==> src/hdl/tad_pkg.sv <==
package tad_pkg;

  // register indices; the byte address is four times the index
  localparam logic [11:0] TAD_IDX_RUN     = 12'h320;
  localparam logic [11:0] TAD_IDX_ONESHOT = 12'h322;
  localparam logic [11:0] TAD_IDX_TRGSEL  = 12'h323;
  localparam logic [11:0] TAD_IDX_DIR     = 12'h324;

  // count start flags
  localparam int TAD_RUN_CH3 = 3;
  localparam int TAD_RUN_CH4 = 4;
  // count direction and two-phase enables
  localparam int TAD_DIR_CH3 = 3;
  localparam int TAD_DIR_CH4 = 4;
  localparam int TAD_TP_CH3  = 6;
  localparam int TAD_TP_CH4  = 7;
  // one-shot start, index enable and channel 0 source
  localparam int TAD_OS_CH3  = 3;
  localparam int TAD_OS_CH4  = 4;
  localparam int TAD_ZEN     = 5;
  localparam int TAD_SEL0_LO = 6;
  // trigger select fields for channels 2, 3 and 4
  localparam int TAD_SEL2_LO = 2;
  localparam int TAD_SEL3_LO = 4;
  localparam int TAD_SEL4_LO = 6;

  // writable bits of each register, everything else reads zero
  localparam logic [7:0] TAD_RUN_MASK = 8'h18;
  localparam logic [7:0] TAD_OS_MASK  = 8'hE0;
  localparam logic [7:0] TAD_TRG_MASK = 8'hFC;
  localparam logic [7:0] TAD_DIR_MASK = 8'hD8;

  // values after reset
  localparam logic [7:0] TAD_RST_VAL  = 8'h00;
  localparam logic       TAD_WAIT_RST = 1'b1;

  // byte address of a register index
  function automatic logic [13:0] tad_byte_addr(input logic [11:0] idx);
    tad_byte_addr = {idx, 2'b00};
  endfunction : tad_byte_addr

endpackage : tad_pkg

==> src/hdl/tad_src_mux.sv <==
`timescale 1ns/1ps
// registered four-way event source picker for one timer channel
module tad_src_mux (
  input  wire logic       ref_clk_i,
  input  wire logic       rst_n_i,
  input  wire logic       ce_i,
  input  wire logic [1:0] sel_i,
  input  wire logic [3:0] src_i,
  output logic            evt_o
);

  logic evt_d;
  logic evt_q;

  // code 00 pin, 01 timer b ch2, 10/11 per-channel sibling
  always_comb begin
    evt_d = src_i[sel_i]; // [RULE_05] [RULE_06] [RULE_07] [RULE_08]
  end

  always_ff @(posedge ref_clk_i or negedge rst_n_i) begin
    if (!rst_n_i) begin
      evt_q <= 1'b0;
    end else if (ce_i) begin
      evt_q <= evt_d;
    end
  end

  assign evt_o = evt_q;
endmodule : tad_src_mux

==> src/hdl/tad_ctrl.sv <==
`timescale 1ns/1ps
// How it works
// RULE_01 - direction bits 3 and 4 for channels 3 and 4: 0 down, 1 up.
// RULE_02 - bits 6 and 7 enable two-phase counting on channels 3 and 4.
// RULE_03 - writing 1 to one-shot bits 3/4 starts that channel; reads 0.
// RULE_04 - one-shot register bit 5 gates the index input to the counter.
// RULE_05 - one-shot bits 7-6 pick channel 0 source: pin, b2, a4, a1.
// RULE_06 - trigger bits 3-2 pick channel 2 source: pin, b2, a1, a3.
// RULE_07 - trigger bits 5-4 pick channel 3 source: pin, b2, a2, a4.
// RULE_08 - trigger bits 7-6 pick channel 4 source: pin, b2, a3, a0.
// RULE_09 - software clears mode switching bit so direction comes from here.
// RULE_10 - count start bits 3 and 4: 1 starts, 0 stops channels 3 and 4.
// RULE_11 - direction bit used only while two-phase counting is off.
// RULE_12 - one-shot start accepted in one-shot mode, fires on next edge.
module tad_ctrl
  import tad_pkg::*;
#(
  parameter int ADDR_W = 14
) (
  input  wire logic              ref_clk_i,
  input  wire logic              rst_n_i,
  input  wire logic              ce_i,
  input  wire logic [ADDR_W-1:0] avs_address_i,
  input  wire logic              avs_read_i,
  input  wire logic              avs_write_i,
  input  wire logic [31:0]       avs_writedata_i,
  input  wire logic [3:0]        avs_byteenable_i,
  output logic      [31:0]       avs_readdata_o,
  output logic                   avs_waitrequest_o,
  input  wire logic [1:0]        oneshot_mode_i,
  input  wire logic [1:0]        count_edge_i,
  input  wire logic [1:0]        phase_dir_i,
  input  wire logic              z_phase_i,
  input  wire logic              timer_a_ch0_input_pin_i,
  input  wire logic              timer_a_ch2_input_pin_i,
  input  wire logic              timer_a_ch3_input_pin_i,
  input  wire logic              timer_a_ch4_input_pin_i,
  input  wire logic              timer_b_ch2_i,
  input  wire logic [4:0]        timer_a_evt_i,
  output logic      [1:0]        count_up_o,
  output logic      [1:0]        two_phase_en_o,
  output logic      [1:0]        count_run_o,
  output logic      [1:0]        oneshot_start_o,
  output logic                   z_phase_o,
  output logic                   trig_ch0_o,
  output logic                   trig_ch2_o,
  output logic                   trig_ch3_o,
  output logic                   trig_ch4_o
);

  logic        wait_d, wait_q;
  logic [31:0] rdata_d, rdata_q;
  logic [7:0]  run_d, run_q;
  logic [7:0]  os_d, os_q;
  logic [7:0]  trg_d, trg_q;
  logic [7:0]  dir_d, dir_q;
  logic [1:0]  pend_d, pend_q;
  logic [1:0]  start_d, start_q;
  logic [1:0]  up_d, up_q;
  logic        z_d, z_q;
  logic        req;
  logic        done;
  logic        lane0;
  logic        hit_run, hit_os, hit_trg, hit_dir;
  logic [1:0]  os_wr_bits;

  // address decode of the four byte registers
  always_comb begin
    req     = avs_read_i | avs_write_i;
    done    = req & ~wait_q;
    lane0   = avs_byteenable_i[0];
    hit_run = 1'b0;
    hit_os  = 1'b0;
    hit_trg = 1'b0;
    hit_dir = 1'b0;
    if (avs_address_i == tad_byte_addr(TAD_IDX_RUN)) begin
      hit_run = 1'b1;
    end else if (avs_address_i == tad_byte_addr(TAD_IDX_ONESHOT)) begin
      hit_os = 1'b1;
    end else if (avs_address_i == tad_byte_addr(TAD_IDX_TRGSEL)) begin
      hit_trg = 1'b1;
    end else if (avs_address_i == tad_byte_addr(TAD_IDX_DIR)) begin
      hit_dir = 1'b1;
    end
  end

  // one wait cycle per access: read data is settled before the release
  always_comb begin
    wait_d  = ~(req & wait_q);
    rdata_d = rdata_q;
    if (req & wait_q & avs_read_i) begin
      rdata_d = 32'h0000_0000; // unmapped or reserved reads as zero
      if (hit_run) begin
        rdata_d[7:0] = run_q;
      end else if (hit_os) begin
        rdata_d[7:0] = os_q; // start bits are never stored [RULE_03]
      end else if (hit_trg) begin
        rdata_d[7:0] = trg_q;
      end else if (hit_dir) begin
        rdata_d[7:0] = dir_q;
      end
    end
  end

  // register writes take effect at the edge with waitrequest low
  always_comb begin
    run_d      = run_q;
    os_d       = os_q;
    trg_d      = trg_q;
    dir_d      = dir_q;
    os_wr_bits = 2'b00;
    if (done & avs_write_i & lane0) begin
      if (hit_run) begin
        run_d = avs_writedata_i[7:0] & TAD_RUN_MASK; // [RULE_10]
      end else if (hit_os) begin
        os_d = avs_writedata_i[7:0] & TAD_OS_MASK; // [RULE_04] [RULE_05]
        os_wr_bits = {avs_writedata_i[TAD_OS_CH4],
                      avs_writedata_i[TAD_OS_CH3]}; // [RULE_03]
      end else if (hit_trg) begin
        trg_d = avs_writedata_i[7:0] & TAD_TRG_MASK; // [RULE_06]
      end else if (hit_dir) begin
        dir_d = avs_writedata_i[7:0] & TAD_DIR_MASK; // [RULE_01] [RULE_02]
      end
    end
  end

  // one-shot pending: a fresh request beats the edge that would clear it;
  // leaving one-shot mode drops a request that was never honoured
  always_comb begin
    pend_d  = ((pend_q & ~count_edge_i) | os_wr_bits)
              & oneshot_mode_i; // [RULE_12]
    start_d = pend_q & count_edge_i & oneshot_mode_i; // [RULE_03] [RULE_12]
  end

  // direction: two-phase phase detector wins over the software bit;
  // the mode register must select this register as source [RULE_09]
  always_comb begin
    up_d[0] = dir_q[TAD_TP_CH3] ? phase_dir_i[0]
                                : dir_q[TAD_DIR_CH3]; // [RULE_01] [RULE_11]
    up_d[1] = dir_q[TAD_TP_CH4] ? phase_dir_i[1]
                                : dir_q[TAD_DIR_CH4]; // [RULE_01] [RULE_11]
    z_d     = z_phase_i & os_q[TAD_ZEN]; // [RULE_04]
  end

  // all state frozen while the clock enable is low
  always_ff @(posedge ref_clk_i or negedge rst_n_i) begin
    if (!rst_n_i) begin
      wait_q  <= TAD_WAIT_RST;
      rdata_q <= 32'h0000_0000;
      run_q   <= TAD_RST_VAL;
      os_q    <= TAD_RST_VAL;
      trg_q   <= TAD_RST_VAL;
      dir_q   <= TAD_RST_VAL;
      pend_q  <= 2'b00;
      start_q <= 2'b00;
      up_q    <= 2'b00;
      z_q     <= 1'b0;
    end else if (ce_i) begin
      wait_q  <= wait_d;
      rdata_q <= rdata_d;
      run_q   <= run_d;
      os_q    <= os_d;
      trg_q   <= trg_d;
      dir_q   <= dir_d;
      pend_q  <= pend_d;
      start_q <= start_d;
      up_q    <= up_d;
      z_q     <= z_d;
    end
  end

  assign avs_waitrequest_o = wait_q;
  assign avs_readdata_o    = rdata_q;
  assign count_run_o       = {run_q[TAD_RUN_CH4], run_q[TAD_RUN_CH3]};
  assign two_phase_en_o    = {dir_q[TAD_TP_CH4], dir_q[TAD_TP_CH3]};
  assign count_up_o        = up_q;
  assign oneshot_start_o   = start_q;
  assign z_phase_o         = z_q;

  // event source pickers, source order pin, b2, then the two siblings
  tad_src_mux u_sel_ch0 (
    .ref_clk_i (ref_clk_i),
    .rst_n_i   (rst_n_i),
    .ce_i      (ce_i),
    .sel_i     (os_q[TAD_SEL0_LO +: 2]),
    .src_i     ({timer_a_evt_i[1], timer_a_evt_i[4], timer_b_ch2_i,
                 timer_a_ch0_input_pin_i}), // [RULE_05]
    .evt_o     (trig_ch0_o)
  );
  tad_src_mux u_sel_ch2 (
    .ref_clk_i (ref_clk_i),
    .rst_n_i   (rst_n_i),
    .ce_i      (ce_i),
    .sel_i     (trg_q[TAD_SEL2_LO +: 2]),
    .src_i     ({timer_a_evt_i[3], timer_a_evt_i[1], timer_b_ch2_i,
                 timer_a_ch2_input_pin_i}), // [RULE_06]
    .evt_o     (trig_ch2_o)
  );
  tad_src_mux u_sel_ch3 (
    .ref_clk_i (ref_clk_i),
    .rst_n_i   (rst_n_i),
    .ce_i      (ce_i),
    .sel_i     (trg_q[TAD_SEL3_LO +: 2]),
    .src_i     ({timer_a_evt_i[4], timer_a_evt_i[2], timer_b_ch2_i,
                 timer_a_ch3_input_pin_i}), // [RULE_07]
    .evt_o     (trig_ch3_o)
  );
  tad_src_mux u_sel_ch4 (
    .ref_clk_i (ref_clk_i),
    .rst_n_i   (rst_n_i),
    .ce_i      (ce_i),
    .sel_i     (trg_q[TAD_SEL4_LO +: 2]),
    .src_i     ({timer_a_evt_i[0], timer_a_evt_i[3], timer_b_ch2_i,
                 timer_a_ch4_input_pin_i}), // [RULE_08]
    .evt_o     (trig_ch4_o)
  );
endmodule : tad_ctrl

==> config.mk <==
export PLATFORM = sky130hd
export DESIGN_NAME = tad_ctrl
export DESIGN_NICKNAME = d
export VERILOG_FILES = /design/src/hdl/tad_pkg.sv /design/src/hdl/tad_src_mux.sv /design/src/hdl/tad_ctrl.sv
export SDC_FILE = /design/constraint.sdc
export NUM_CORES = 1
export LEC_CHECK = 0
export ABC_AREA = 1
export CAP_MARGIN = 5
export CORE_MARGIN = 2
export CORE_UTILIZATION = 30
export CTS_CLUSTER_DIAMETER = 150
export DETAILED_ROUTE_END_ITERATION = 7
export DONT_BUFFER_PORTS = 1
export GPL_TIMING_DRIVEN = 0
export PLACE_DENSITY_LB_ADDON = 0.2
export REMOVE_ABC_BUFFERS = 1
export SLEW_MARGIN = 10
export SYNTH_ARGS = -nofsm -noshare
export SYNTH_HDL_FRONTEND = slang
export SYNTH_SLANG_ARGS = --single-unit
==> constraint.sdc <==
create_clock -name ref_clk_i -period 3.2 [get_ports ref_clk_i]
set_input_delay 0.64 -clock ref_clk_i [delete_from_list [all_inputs] [get_ports ref_clk_i]]
set_output_delay 0.64 -clock ref_clk_i [all_outputs]
set_load 0.01 [all_outputs]
==> impl_metrics.sql <==
INSERT INTO impl_metrics (metric_group, metric, value, unit) VALUES
('synthesis', 'ys_types', '31', ''),
('die', 'coreArea', '6720', 'um2'),
('finish', 'final_layout_size_suffix_gt1_share', '14.0', '%'),
('power_and_ir_drop', 'power_switching_share', '24.9', '%'),
('cts', 'clk_pin_slew_worst_paths', '0.07', 'ns'),
('timing', 'min_period', '1.51', 'ns'),
('cts', 'clk_path_buf_depth', '2', ''),
('power_and_ir_drop', 'power_per_standard_cell_area', '409', 'nW/um2'),
('grt', 'grt_overflow_total', '0', ''),
('place', 'pre_cts_slack', '1.41', 'ns'),
('timing', 'finalWorstSetupSlack', '1.69', 'ns'),
('job', 'drv_cap', '0', ''),
('timing', 'max_freq', '664', 'MHz'),
('synthesis', 'yosys_warnings', '0', ''),
('synthesis', 'synth.most_common_cell', 'sky130_fd_sc_hd__nand2_1', ''),
('die', 'effective_utilization_at_floorplan', '30.7', '%'),
('finish', 'layout.core_utilization', '31.4', '%'),
('synthesis', 'netlist.top_cell.by_area', 'sky130_fd_sc_hd__dfrtp_1', ''),
('finish', 'post-route-cell-area', '2110', 'um2'),
('finish', 'area_delta_synth_final', '2.31', '%'),
('power_and_ir_drop', 'power_leakage', '1.03', 'nW'),
('drt', 'routedWlPerCell', '13.5', 'um'),
('timing', 'grt_setup_unrepaired', 'no', ''),
('grt', 'grt_start_max_net_pins', '34', ''),
('timing', 'setup_tns', '0', 'ns'),
('power_and_ir_drop', 'p_int', '0.646', 'mW'),
('synthesis', 'synth_top_cells_by_count', '66 x sky130_fd_sc_hd__nand2_1, 32 x sky130_fd_sc_hd__dfrtp_1, 28 x sky130_fd_sc_hd__buf_4', ''),
('setup_path', 'critical_path_class', 'register to primary output', ''),
('cts', 'post_cts_resize_count', '0', ''),
('finish', 'ff_latch_area', '827', 'um2'),
('finish', 'multiInputGateArea', '968', 'um2'),
('setup_path', 'timing.critical_path.to_type', 'primary output', ''),
('outcome', 'status', 'complete, no violations', ''),
('place', 'dpl-instance-area', '2010', 'um2'),
('grt', 'track_usage', '12.7', '%'),
('setup_path', 'worst-endpoint-required', '2.56', 'ns'),
('finish', 'nets', '336', ''),
('drt', 'dr_total_vias', '1552', ''),
('cts', 'cts-root-buf', 'sky130_fd_sc_hd__clkbuf_8', ''),
('synthesis', 'synthesis.instances', '264', ''),
('drt', 'number_of_design_rule_violations_left_by_the_first_detailed_router_iteration', '87', ''),
('cts', 'tritoncts_clock_tree', 'done', ''),
('synthesis', 'synth.top_cells.by_area', 'sky130_fd_sc_hd__dfrtp_1 39%, sky130_fd_sc_hd__nand2_1 12%, sky130_fd_sc_hd__buf_4 10%', ''),
('die', 'die_w', '86.9', 'um'),
('setup_path', 'crit_fanout', '4', ''),
('finish', 'fillCellCount', '746', ''),
('synthesis', 'synth-seq-area-share', '40.2', '%'),
('timing', 'timing.final.setup_violations', '0', ''),
('timing', 'final_min_period_over_clock_period', '47.1', '%'),
('power_and_ir_drop', 'ir_drop', '0.225', 'mV'),
('power_and_ir_drop', 'seqPwrFrac', '51.9', '%'),
('die', 'dieHeight', '86.9', 'um'),
('setup_path', 'timing.critical_path.arrival', '0.87', 'ns'),
('finish', 'antenna-diode-count', '0', ''),
('drt', 'overall_routed_net_length', '4650', 'um'),
('setup_path', 'worst_setup_path_start_kind', 'register', ''),
('power_and_ir_drop', 'total_switching_power', '0.215', 'mW'),
('synthesis', 'post_synth.cell_area_avg', '7.80', 'um2'),
('cts', 'postCtsSetupBuffers', '0', ''),
('timing', 'fin_worst_skew', '0.00595', 'ns'),
('grt', 'via_count_of_the_first_global_routing_pass', '1431', ''),
('timing', 'timing.hold.ws', '0.0492', 'ns'),
('power_and_ir_drop', 'power_frac_comb', '7.7', '%'),
('cts', 'ctsHoldBuffers', '0', ''),
('cts', 'clock_sink_total', '33', ''),
('die', 'io_pins', '118', ''),
('power_and_ir_drop', 'clock_power_share', '40.5', '%'),
('drt', 'number_of_search_and_repair_iterations_in_the_first_detailed_routing_pass', '4', ''),
('die', 'fp-row-count', '30', ''),
('cts', 'htreeDepth', '2', ''),
('drt', 'ratio_of_routed_vias_to_standard_cells', '4.50', '');
==> metrics by stage <==
| step | cells | power (mW) |
|---|---|---|
| 6_report | 345 | 0.861 |
| 3_3_place_gp | 337 | 0.520 |
| 3_5_place_dp | 337 | 0.520 |
| 5_1_grt | 345 | 0.912 |
| 2_1_floorplan | 257 | 0.510 |
| 4_1_cts | 345 | 0.874 |
==> logic make-up after synthesis <==
kind of cell,count (synthesis),synth area share [%]
other,1,0.182
buffers and inverters,60,17.4
flip-flops,33,40.2
AO/OA/AOI/OAI,37,11.1
AND/OR/NAND/NOR,131,30.2
multiplexers,2,0.972
==> registers in the layout, indices dropped and copies added, names as in the netlist <==
name,cells
oneshot_start_o,2
run_q,2
u_sel_ch3.evt_o,1
pend_q,2
z_phase_o,1
trg_q,6
avs_readdata_o,6
dir_q,4
avs_waitrequest_o,1
count_up_o,2
u_sel_ch2.evt_o,1
os_q,3
u_sel_ch0.evt_o,1
u_sel_ch4.evt_o,1
==> metal layers <==
| metal | track usage (%) | vias to the layer above | wire (um) |
|---|---|---|---|
| met5 | 0 | - | 0 |
| met4 | 3.84 | 0 | 45 |
| met3 | 4.93 | 4 | 407 |
| met2 | 20.1 | 63 | 2160 |
| met1 | 16.0 | 695 | 2040 |
| li1 | - | 790 | - |
==> path summary, 6_finish.rpt <==
kind | slack, ns | start | cells past startpoint | end
hold reg to reg | 0.50 | pend_q[1]$_DFFE_PN0P_ | 2 | pend_q[1]$_DFFE_PN0P_
max in group asynchronous | 2.97 | rst_n_i | 0 | avs_waitrequest_o$_DFFE_PN1P_
hold / removal | 0.05 | rst_n_i | 0 | avs_readdata_o[4]$_DFFE_PN0P_
setup / recovery | 1.69 | avs_waitrequest_o$_DFFE_PN1P_ | 0 | avs_waitrequest_o
min in group ref_clk_i | 0.42 | ce_i | 1 | avs_waitrequest_o$_DFFE_PN1P_
setup reg to reg | 1.84 | avs_waitrequest_o$_DFFE_PN1P_ | 5 | avs_readdata_o[3]$_DFFE_PN0P_
==> power groups by stage <==
stage | combinational [mW] | clock [mW] | sequential [mW]
final | 0.0659 | 0.349 | 0.446
after global placement | 0.0652 | 0 | 0.455
after CTS | 0.0660 | 0.361 | 0.447
after floorplan | 0.0588 | 0 | 0.452
after global routing | 0.0767 | 0.388 | 0.448
after detailed placement | 0.0656 | 0 | 0.455
==> layout make-up <==
| cell class | count | area share [%] |
|---|---|---|
| clock buffer | 7 | 4.57 |
| tap | 80 | 4.75 |
| multi-input combinational | 196 | 46.0 |
| sequential | 33 | 39.3 |
| inverter | 28 | 5.23 |
| clock inverter | 1 | 0.238 |
==> layout by cell type, fill, tap and decap left out <==
cell type / n
sky130_fd_sc_hd__nand2_1: 66
sky130_fd_sc_hd__dfrtp_1: 32
sky130_fd_sc_hd__conb_1: 26
sky130_fd_sc_hd__inv_1: 25
sky130_fd_sc_hd__nand3_1: 23
sky130_fd_sc_hd__nor2_1: 21
sky130_fd_sc_hd__o21ai_0: 12
sky130_fd_sc_hd__clkbuf_8: 7
sky130_fd_sc_hd__nor2_2: 6
sky130_fd_sc_hd__o21ai_1: 5
sky130_fd_sc_hd__o21ai_2: 5
sky130_fd_sc_hd__nand2_2: 4
sky130_fd_sc_hd__a21oi_1: 4
sky130_fd_sc_hd__o211ai_1: 4
sky130_fd_sc_hd__a31oi_1: 4
sky130_fd_sc_hd__nor2_4: 3
sky130_fd_sc_hd__or2_2: 2
sky130_fd_sc_hd__nand4_1: 2
sky130_fd_sc_hd__mux2i_1: 2
sky130_fd_sc_hd__a21oi_2: 2
sky130_fd_sc_hd__inv_6: 1
sky130_fd_sc_hd__inv_2: 1
sky130_fd_sc_hd__nand3_4: 1
sky130_fd_sc_hd__nor2_8: 1
sky130_fd_sc_hd__o31ai_1: 1
sky130_fd_sc_hd__clkinv_1: 1
sky130_fd_sc_hd__nand3_2: 1
sky130_fd_sc_hd__nand2_4: 1
sky130_fd_sc_hd__dfstp_2: 1
sky130_fd_sc_hd__clkinv_2: 1
(Power assumes the default switching activity.)
